### config.mk
export PLATFORM = sky130hd
export DESIGN_NAME = ccv_regs
export DESIGN_NICKNAME = d
export VERILOG_FILES = /design/src/verilog/ccv_pkg.sv /design/src/verilog/ccv_target_if.sv /design/src/verilog/ccv_decode.sv /design/src/verilog/ccv_regs.sv
export SDC_FILE = /design/constraint.sdc
export NUM_CORES = 1
export LEC_CHECK = 0
export ABC_AREA = 1
export BUFFER_PORTS_ARGS = -buffer_cell sky130_fd_sc_hd__buf_2
export CORE_ASPECT_RATIO = 1.5
export CORE_MARGIN = 2
export CORE_UTILIZATION = 59
export DETAILED_ROUTE_END_ITERATION = 6
export MAX_ROUTING_LAYER = met4
export PLACE_DENSITY_LB_ADDON = 0.25
export SLEW_MARGIN = 20
export SYNTH_ARGS = -nofsm -noshare
export SYNTH_HDL_FRONTEND = slang
export SYNTH_SLANG_ARGS = --single-unit
export TNS_END_PERCENT = 1
### constraint.sdc
create_clock -name sys_clk_in -period 10.8 [get_ports sys_clk_in]
set_input_delay 0 -clock sys_clk_in [delete_from_list [all_inputs] [get_ports sys_clk_in]]
set_output_delay 0 -clock sys_clk_in [all_outputs]
set_load 0.05 [all_outputs]
### src/verilog/ccv_pkg.sv
package ccv_pkg;

  // ----------------------------------------------------------------
  // Register offsets and values after reset
  // ----------------------------------------------------------------
  localparam logic [7:0] ADDR_FAST = 8'h02;
  localparam logic [7:0] ADDR_PRE = 8'h03;
  localparam logic [7:0] ADDR_VOLT = 8'h04;
  localparam logic [7:0] RST_FAST = 8'h60;
  localparam logic [7:0] RST_PRE = 8'h11;
  localparam logic [7:0] RST_VOLT = 8'hB2;
  localparam logic [7:0] RDATA_UNMAPPED = 8'h00;

  // ----------------------------------------------------------------
  // Field positions
  // ----------------------------------------------------------------
  localparam int FAST_MSB = 7;
  localparam int FAST_LSB = 2;
  localparam int BCOLD_BIT = 1;
  localparam int OVERRIDE_BIT = 0;
  localparam int PRE_MSB = 7;
  localparam int PRE_LSB = 4;
  localparam int TERM_MSB = 2;
  localparam int TERM_LSB = 0;
  localparam int VOLT_MSB = 7;
  localparam int VOLT_LSB = 2;
  localparam int LOWV_BIT = 1;
  localparam int RECHG_BIT = 0;

  // ----------------------------------------------------------------
  // Decode constants, currents in mA, voltages in mV
  // ----------------------------------------------------------------
  localparam logic [12:0] FAST_BASE_MA = 13'h0200;
  localparam logic [12:0] FAST_STEP_MA = 13'h0040;
  localparam logic [5:0] FAST_MAX_CODE = 6'h27;
  localparam logic [12:0] FAST_SCALE_DIV = 13'h0005;
  localparam logic [12:0] TERM_BASE_MA = 13'h0080;
  localparam logic [12:0] TERM_STEP_MA = 13'h0080;
  localparam logic [12:0] VOLT_BASE_MV = 13'h0DB0;
  localparam logic [12:0] VOLT_STEP_MV = 13'h0010;
  localparam logic [12:0] VOLT_MAX_MV = 13'h1130;
  localparam logic [6:0] BCOLD0_PCT = 7'h4C;
  localparam logic [6:0] BCOLD1_PCT = 7'h4F;
  localparam logic [12:0] LOWV0_MV = 13'h0AF0;
  localparam logic [12:0] LOWV1_MV = 13'h0BB8;
  localparam logic [8:0] RECHG0_MV = 9'h064;
  localparam logic [8:0] RECHG1_MV = 9'h12C;

  // Pre-charge lookup, index 0 first
  localparam logic [12:0] PRE_LUT [16] = '{
    13'h0080, 13'h0080, 13'h0100, 13'h0180,
    13'h0200, 13'h0300, 13'h0380, 13'h0400,
    13'h0480, 13'h0500, 13'h0580, 13'h0600,
    13'h0680, 13'h0700, 13'h0780, 13'h0800
  };

endpackage : ccv_pkg

### src/verilog/ccv_target_if.sv
// --------------------------------------------------------------------
// Register contents out, decoded targets back
// --------------------------------------------------------------------
interface ccv_target_if;
  logic [7:0] fast_reg;
  logic [7:0] pre_reg;
  logic [7:0] volt_reg;
  logic [12:0] fast_ma;
  logic [12:0] pre_ma;
  logic [12:0] term_ma;
  logic [12:0] volt_mv;
  logic [12:0] lowv_mv;
  logic [8:0] rechg_mv;
  logic [6:0] bcold_pct;

  modport regs (
    output fast_reg, pre_reg, volt_reg,
    input fast_ma, pre_ma, term_ma, volt_mv, lowv_mv, rechg_mv, bcold_pct
  );
  modport dec (
    input fast_reg, pre_reg, volt_reg,
    output fast_ma, pre_ma, term_ma, volt_mv, lowv_mv, rechg_mv, bcold_pct
  );
endinterface : ccv_target_if

### src/verilog/ccv_decode.sv
module ccv_decode (
  ccv_target_if.dec tgt
);
  import ccv_pkg::*;

  // ------------------------------------------------------------------
  // Combinational field decode
  // ------------------------------------------------------------------
  logic [12:0] fast_raw;
  logic [12:0] pre_raw;
  logic [12:0] volt_raw;

  // Fast-charge and pre-charge before scaling
  always_comb begin
    fast_raw = FAST_BASE_MA
      + 13'(tgt.fast_reg[FAST_MSB:FAST_LSB]) * FAST_STEP_MA;
    pre_raw = PRE_LUT[tgt.pre_reg[PRE_MSB:PRE_LSB]];
  end

  // Reduced-current override scales both targets
  always_comb begin
    if (tgt.fast_reg[OVERRIDE_BIT]) begin
      tgt.fast_ma = fast_raw / FAST_SCALE_DIV;
      tgt.pre_ma = {1'b0, pre_raw[12:1]};
    end else begin
      tgt.fast_ma = fast_raw;
      tgt.pre_ma = pre_raw;
    end
  end

  // Termination, voltage and threshold selects
  always_comb begin
    tgt.term_ma = TERM_BASE_MA
      + 13'(tgt.pre_reg[TERM_MSB:TERM_LSB]) * TERM_STEP_MA;
    volt_raw = VOLT_BASE_MV
      + 13'(tgt.volt_reg[VOLT_MSB:VOLT_LSB]) * VOLT_STEP_MV;
    tgt.volt_mv = (volt_raw > VOLT_MAX_MV) ? VOLT_MAX_MV
                                           : volt_raw;
    tgt.bcold_pct = tgt.fast_reg[BCOLD_BIT] ? BCOLD1_PCT
                                            : BCOLD0_PCT;
    tgt.lowv_mv = tgt.volt_reg[LOWV_BIT] ? LOWV1_MV : LOWV0_MV;
    tgt.rechg_mv = tgt.volt_reg[RECHG_BIT] ? RECHG1_MV
                                           : RECHG0_MV;
  end

endmodule : ccv_decode

### src/verilog/ccv_regs.sv
module ccv_regs (
  input wire logic sys_clk_in,
  input wire logic rst_n_in,
  input wire logic [7:0] reg_addr_in,
  input wire logic reg_wr_in,
  input wire logic [7:0] reg_wdata_in,
  input wire logic reg_rd_in,
  output logic [7:0] reg_rdata_out,
  output logic [12:0] fast_chg_current_target_out,
  output logic [12:0] precharge_current_target_out,
  output logic [12:0] termination_current_target_out,
  output logic [12:0] charge_voltage_target_out,
  output logic [12:0] low_batt_thresh_out,
  output logic [8:0] recharge_offset_out,
  output logic [6:0] boost_cold_thresh_pct_out
);
  import ccv_pkg::*;

  // ------------------------------------------------------------------
  // Register storage
  // ------------------------------------------------------------------
  ccv_target_if tgt ();

  logic wr_fast;
  logic wr_pre;
  logic wr_volt;

  // Write decode
  assign wr_fast = reg_wr_in && (reg_addr_in == ADDR_FAST);
  assign wr_pre = reg_wr_in && (reg_addr_in == ADDR_PRE);
  assign wr_volt = reg_wr_in && (reg_addr_in == ADDR_VOLT);

  // Fast-charge current register
  always_ff @(posedge sys_clk_in) begin
    if (!rst_n_in) begin
      tgt.fast_reg <= RST_FAST;
    end else if (wr_fast) begin
      tgt.fast_reg <= reg_wdata_in;
    end
  end

  // Pre-charge and termination register, reserved bit kept as written
  always_ff @(posedge sys_clk_in) begin
    if (!rst_n_in) begin
      tgt.pre_reg <= RST_PRE;
    end else if (wr_pre) begin
      tgt.pre_reg <= reg_wdata_in;
    end
  end

  // Charge-voltage register
  always_ff @(posedge sys_clk_in) begin
    if (!rst_n_in) begin
      tgt.volt_reg <= RST_VOLT;
    end else if (wr_volt) begin
      tgt.volt_reg <= reg_wdata_in;
    end
  end

  // Read data, captured on a read strobe
  always_ff @(posedge sys_clk_in) begin
    if (!rst_n_in) begin
      reg_rdata_out <= RDATA_UNMAPPED;
    end else if (reg_rd_in) begin
      case (reg_addr_in)
        ADDR_FAST: reg_rdata_out <= tgt.fast_reg;
        ADDR_PRE: reg_rdata_out <= tgt.pre_reg;
        ADDR_VOLT: reg_rdata_out <= tgt.volt_reg;
        default: reg_rdata_out <= RDATA_UNMAPPED;
      endcase
    end
  end

  // ------------------------------------------------------------------
  // Decode and target outputs
  // ------------------------------------------------------------------
  ccv_decode u_decode (
    .tgt(tgt.dec)
  );

  // Targets refresh every cycle, one cycle after the register
  always_ff @(posedge sys_clk_in) begin
    if (!rst_n_in) begin
      fast_chg_current_target_out <= 13'h0000;
      precharge_current_target_out <= 13'h0000;
      termination_current_target_out <= 13'h0000;
      charge_voltage_target_out <= 13'h0000;
      low_batt_thresh_out <= 13'h0000;
      recharge_offset_out <= 9'h000;
      boost_cold_thresh_pct_out <= 7'h00;
    end else begin
      fast_chg_current_target_out <= tgt.fast_ma;
      precharge_current_target_out <= tgt.pre_ma;
      termination_current_target_out <= tgt.term_ma;
      charge_voltage_target_out <= tgt.volt_mv;
      low_batt_thresh_out <= tgt.lowv_mv;
      recharge_offset_out <= tgt.rechg_mv;
      boost_cold_thresh_pct_out <= tgt.bcold_pct;
    end
  end
endmodule : ccv_regs

==> results of run 1 <==
-- power by group through the flow --
stage / Combinational (W) / Clock [W] / Sequential (W)
finish: 0.000461 / 0.000326 / 0.000262
global route: 0.000515 / 0.000343 / 0.000262
CTS: 0.000458 / 0.000328 / 0.000262
detailed placement: 0.000450 / 0 / 0.000268
global placement: 0.000441 / 0 / 0.000268
floorplan: 0.000389 / 0 / 0.000276
-- routing by layer --
layer  up-vias  track usage (%)  wire length, µm
li1       2138                -                -
met1      1922            31.71             4203
met2       159            45.51             5558
met3        35            6.697              521
met4         0            10.99              295
met5         -                -                0
-- layout make-up --
cell class / instances / area share [%]
multi-input combinational: 454 / 48.67
sequential: 70 / 26.92
timing repair buffer: 86 / 9.132
inverter: 90 / 6.513
clock buffer: 9 / 4.326
tap: 102 / 2.451
clock inverter: 7 / 1.995
-- synth_stat cells, types with 9 or more instances --
library cell    n
ha_1           17
o22ai_1        10
inv_2          10
nor2_1         45
nand2_1       132
inv_1          76
a21oi_1        33
nand3_2        14
buf_4          43
o21ai_0        32
o211ai_1       10
nand3_1        42
nand4_1         9
clkbuf_1       12
nand2_2        19
dfxtp_1        70
nand2_4        11
-- per-stage QoR --
stage	total power, W	cells	instance area (µm²)
5_1_grt	0.001120	818	5206
2_1_floorplan	0.0006650	671	4664
6_report	0.001048	818	5206
4_1_cts	0.001048	818	5206
3_5_place_dp	0.0007181	793	4787
3_3_place_gp	0.0007084	793	4787
-- critical path, delay by kind of cell (launching register included) --
family,cells,cell delay [ps]
flops,1,510
simple gates,38,3810
fa+ha+maj,7,1650
compound gates,2,270
buf+inv,7,660
-- path summary, 6_finish.rpt --
path | to | slack, ps
max | fast_chg_current_target_out[0]$_SDFF_PN0_ | 3730
min | boost_cold_thresh_pct_out[3]$_SDFF_PN0_ | 130
max reg2reg | fast_chg_current_target_out[0]$_SDFF_PN0_ | 3730
min reg2reg | boost_cold_thresh_pct_out[1]$_SDFF_PN0_ | 440
-- repair_timing --
item,4_1_cts,5_1_grt
resized for setup,0,0
endpoints found under the setup margin,0,0
hold endpoints to repair,22,0
hold buffers,9,0
-- cell families (layout without fill, tap and decap cells) --
kind of cell	after synthesis	in the layout
other	1	31
AO/OA/AOI/OAI	101	101
adder cells (fa/ha/maj)	17	17
XOR/XNOR	9	9
flip-flops	70	70
AND/OR/NAND/NOR	296	296
buffers and inverters	147	192
-- placed cells by master (no fill, tap or decap), types with 10 or more instances in the layout --
| master | instances |
|---|---|
| o22ai_1 | 10 |
| nand2_2 | 19 |
| conb_1 | 31 |
| nor2_1 | 45 |
| nand2_4 | 11 |
| inv_1 | 76 |
| nand3_2 | 14 |
| nand2_1 | 132 |
| nand3_1 | 42 |
| o211ai_1 | 10 |
| inv_2 | 10 |
| a21oi_1 | 33 |
| ha_1 | 17 |
| buf_2 | 77 |
| dfxtp_1 | 70 |
| o21ai_0 | 32 |
==> results.cfg, run 1 <==
[outcome]
run_status = finished, final reports clean

[floorplanning]
io_pins = 109
die_area_um2 = 8448
initial_core_util_pct = 60.18
die_h_um = 111.6
die_x_um = 75.72
core_um2 = 7564
rows = 39

[timing]
fmaxAchievable_mhz = 141.5
hold_viol = 0
slew_headroom_pct = 38.85
finalSetupTns_ps = 0
drv_slew = 0
skew_ps = 5.585
setup_ws_ps = 3733
setup_viol = 0
tightest_slew_ps = 913.8
period_share_pct = 65.43
fin_crit_ps = 7067
hold_slack_ps = 127.9
rsz0062_at_grt = false

[worst_setup_path]
startpoint_type = register
critical_path.startpoint = tgt.fast_reg[5]$_SDFFE_PN1P_
crit_fanout = 13
cp_common_cell = nand2_1
r2r_start = tgt.fast_reg[5]$_SDFFE_PN1P_
arrival_ps = 7270
crit_type = reg -> reg
required_ps = 11010
endpoint_kind = register
slowest_stage = dfxtp_1
max_stage_delay_ps = 510
reg2reg_depth = 54

[routing]
via_per_inst = 5.200
avgRoutedWirePerCell_um = 12.93
drt-pass1-iter-count = 5
wl_um = 10580
drt-initial-drc-count = 216
antenna_left = 0
num_vias = 4254
drc = 0

[power_and_ir_drop]
p_int_w = 0.0006060
max-vdd-ir-drop_mv = 0.1400
netSwitchingPower_w = 0.0004424
p_comb_share_pct = 43.9
p_leak_nw = 2.699
switching_share_pct = 42.20
seqPwrFrac_pct = 25.0
p_per_area_nw_per_um2 = 201.4
pwr-share-clk_pct = 31.1

[layout]
fin_util_pct = 68.83
fillCellCount = 647
top_regs = fast_chg_current_target_out: 13 flops, charge_voltage_target_out: 9 flops
area_growth_pct = 14.38
largest_reg_flops = 13
drive_above_1_share_pct = 23.46
final_nets = 748
multi_input_area_um2 = 2534
regMostFlops = fast_chg_current_target_out
diodes = 0
regArea_um2 = 1401

[place]
dp_hpwl_um = 8103
gp_congestion = 0.9098
place_ws_ps = 3784
port_buffers = 77

[synthesis]
ys_top_cells_by_area = dfxtp_1 (31%), nand2_1 (11%), buf_4 (7.1%)
avgSynthCellArea_um2 = 7.101
synth-seq-cells = 70
synth_top_area_share_pct = 30.79
async_flop_share_pct = 0
synth_top_area_cell = dfxtp_1
synth_edf_count = 0
synth_seq_area_share_pct = 30.79
yosysWarnings = 0
synth-main-ff-cell = dfxtp_1
synthAdderAreaFrac_pct = 4.673
synth_compound_area_share_pct = 12.97
synth_top_family_by_area = simple AND/OR/NAND/NOR gates
netlist-cell-type-count = 40
syn_area_um2 = 4552
synthSimpleGateAreaFrac_pct = 33.73
synth_xor_area_share_pct = 1.732
yosys-mux-area-fraction_pct = 0
netlist_instances = 641

[global_routing]
grt_pass1_vias = 3992
grt_max_degree = 37
antenna_found_initial = 0
grt_overflow = 0
grt_pass1_wl_um = 17890
grt.total_usage_pct = 27.76

[worst_hold_path]
hold_path_depth = 1
worstHoldStart = rst_n_in
min_path_type = in -> reg

[clock_tree]
tritoncts = built
cts_root_buf = clkbuf_16
cts_buffer_depth = 2
clk_latency_ps = 340
cts_max_level = 3
cts-buffers-inserted = 9
cts.sinks = 70
cts_setup_buffers = 0
clk_pin_slew_ps = 60

[flow_run]
maxCapViolations = 0
No activity file was read; power rests on OpenSTA's default activity.
==> run 2, diff against run 1 <==
CORE_UTILIZATION = 49   (was 59)
clock period = 5.8 ns   (was 10.8 ns; I/O delays follow)
==> results.cfg, run 2 (synthesized netlist as in run 1, its figures left out) <==
[layout]
regMostFlops = fast_chg_current_target_out
fin_area_um2 = 6043
fillCellCount = 788
final_cell_mix = nand2_1 (108), buf_2 (77), inv_1 (70), dfxtp_1 (68), buf_4 (47)
drive_above_1_share_pct = 36.03
final_nets = 798
top_regs = fast_chg_current_target_out: 13 flops, charge_voltage_target_out: 9 flops
final_common_cell = nand2_1
area_growth_pct = 32.77
diodes = 0
largest_reg_flops = 13

[timing]
tightest_slew_ps = 1014
skew_ps = 5.313
fmaxAchievable_mhz = 170.5
setup_viol = 1
rsz0062_at_grt = true
setup_ws_ps = -66.70
hold_viol = 0
period_share_pct = 101.2
fin_crit_ps = 5867
hold_slack_ps = 121.1
slew_headroom_pct = 32.16
drv_slew = 0

[floorplanning]
core_um2 = 9146
die_h_um = 122.0
io_pins = 109
die_area_um2 = 10090
die_x_um = 82.70
initial_core_util_pct = 49.77
rows = 43

[worst_setup_path]
crit_fanout = 5
crit_type = reg -> reg
required_ps = 6000
crit_end = fast_chg_current_target_out[0]$_SDFF_PN0_
reg2reg_slack_ps = -70
cp_common_cell = nand2_4
critical_path.startpoint = tgt.fast_reg[6]$_SDFFE_PN1P_
arrival_ps = 6060
reg2reg_depth = 53
r2r_end = fast_chg_current_target_out[0]$_SDFF_PN0_
crit_buf_inv = 8
r2r_start = tgt.fast_reg[6]$_SDFFE_PN1P_
path_depth = 53
startpoint_type = register
endpoint_kind = register
max_stage_delay_ps = 400
critPathTopFamily = simple AND/OR/NAND/NOR gates
slowest_stage = dfxtp_4

[clock_tree]
cts_buffer_depth = 2
cts-buffers-inserted = 9
clk_pin_slew_ps = 60
cts_root_buf = clkbuf_16
tritoncts = built
clk_latency_ps = 330
cts_max_level = 3
cts.sinks = 70

[outcome]
run_status = complete, but fails checks
violations = negative setup slack

[power_and_ir_drop]
p_per_area_nw_per_um2 = 351.8
max-vdd-ir-drop_mv = 0.2792
p_leak_nw = 2.959

[worst_hold_path]
min_path_type = in -> reg

[routing]
num_vias = 4589
wl_um = 13040
via_per_inst = 5.227
drt-pass1-iter-count = 5
antenna_left = 0
avgRoutedWirePerCell_um = 14.85
drc = 0
drt-initial-drc-count = 245

[global_routing]
grt_pass1_vias = 4159
grt_overflow = 0
grt_max_degree = 37
grt_pass1_wl_um = 18770
antenna_found_initial = 0
grt.total_usage_pct = 24.64

[place]
port_buffers = 77
dp_hpwl_um = 8896
placed_cell_area_um2 = 5017
gp_congestion = 0.9090

[flow_run]
maxCapViolations = 0
run 2: how the worst min path moves through the flow:
stage	from	cells past startpoint	slack, ps	endpoint
floorplan	rst_n_in	0	30	boost_cold_thresh_pct_out[3]$_SDFF_PN0_
global route	rst_n_in	1	140	boost_cold_thresh_pct_out[3]$_SDFF_PN0_
global placement	reg_wdata_in[0]	3	250	tgt.pre_reg[0]$_SDFFE_PN1P_
finish	rst_n_in	1	120	boost_cold_thresh_pct_out[3]$_SDFF_PN0_
CTS	rst_n_in	1	110	boost_cold_thresh_pct_out[3]$_SDFF_PN0_
detailed placement	reg_wdata_in[0]	3	250	tgt.pre_reg[0]$_SDFFE_PN1P_
run 2: worst reg2reg max path, delay by kind of cell, from the launching register on:
family | cells | cell delay (ps)
adder cells (fa/ha/maj) | 5 | 950
AND/OR/NAND/NOR | 36 | 3230
flip-flops | 1 | 400
AO/OA/AOI/OAI | 4 | 550
buffers and inverters | 8 | 630
run 2: layout make-up:
type	count	area (µm²)	area share [%]
sequential	70	1409	23.31
tap	112	140.1	2.319
timing repair buffer	135	850.8	14.08
clock inverter	6	45.04	0.7453
clock buffer	10	239.0	3.954
multi-input combinational	455	2999	49.63
inverter	90	360.3	5.963
run 2: stage by stage:
step / utilization (%) / TNS, ps / worst slack (ps) / power [W] / std cells
6_report: 66.07 / -66.70 / -66.70 / 0.002126 / 878
5_1_grt: 66.07 / -484.4 / -352.6 / 0.002238 / 878
4_1_cts: 61.09 / 0 / 10.25 / 0.002030 / 855
3_3_place_gp: 54.86 / 0 / 21.13 / 0.001423 / 813
2_1_floorplan: - / -35.40 / -35.40 / 0.001277 / 671
3_5_place_dp: 54.86 / -212.4 / -212.4 / 0.001440 / 813
run 2: what timing repair did:
| action | CTS | global route |
|---|---|---|
| buffers inserted | 17 | 22 |
| cloned | 0 | 1 |
| resized for setup | 16 | 62 |
| pin swaps | 26 | 49 |
| endpoints found under the setup margin | 1 | 3 |
| hold buffers | 9 | 0 |
| hold endpoints to repair | 21 | 0 |
run 2: where the power goes:
group          total, W  switching [W]  internal (W)
registers      0.000487     0.00000228      0.000485
logic           0.00112       0.000695      0.000422
clock network  0.000523       0.000221      0.000302
run 2: routing by layer:
layer | track usage, % | routed length, µm | part of all wire [%]
met2 | 44.46 | 7163 | 55
met4 | 14.04 | 599 | 4.6
met5 | - | 0 | 0
met3 | 2.667 | 621 | 4.8
met1 | 24.95 | 4656 | 36
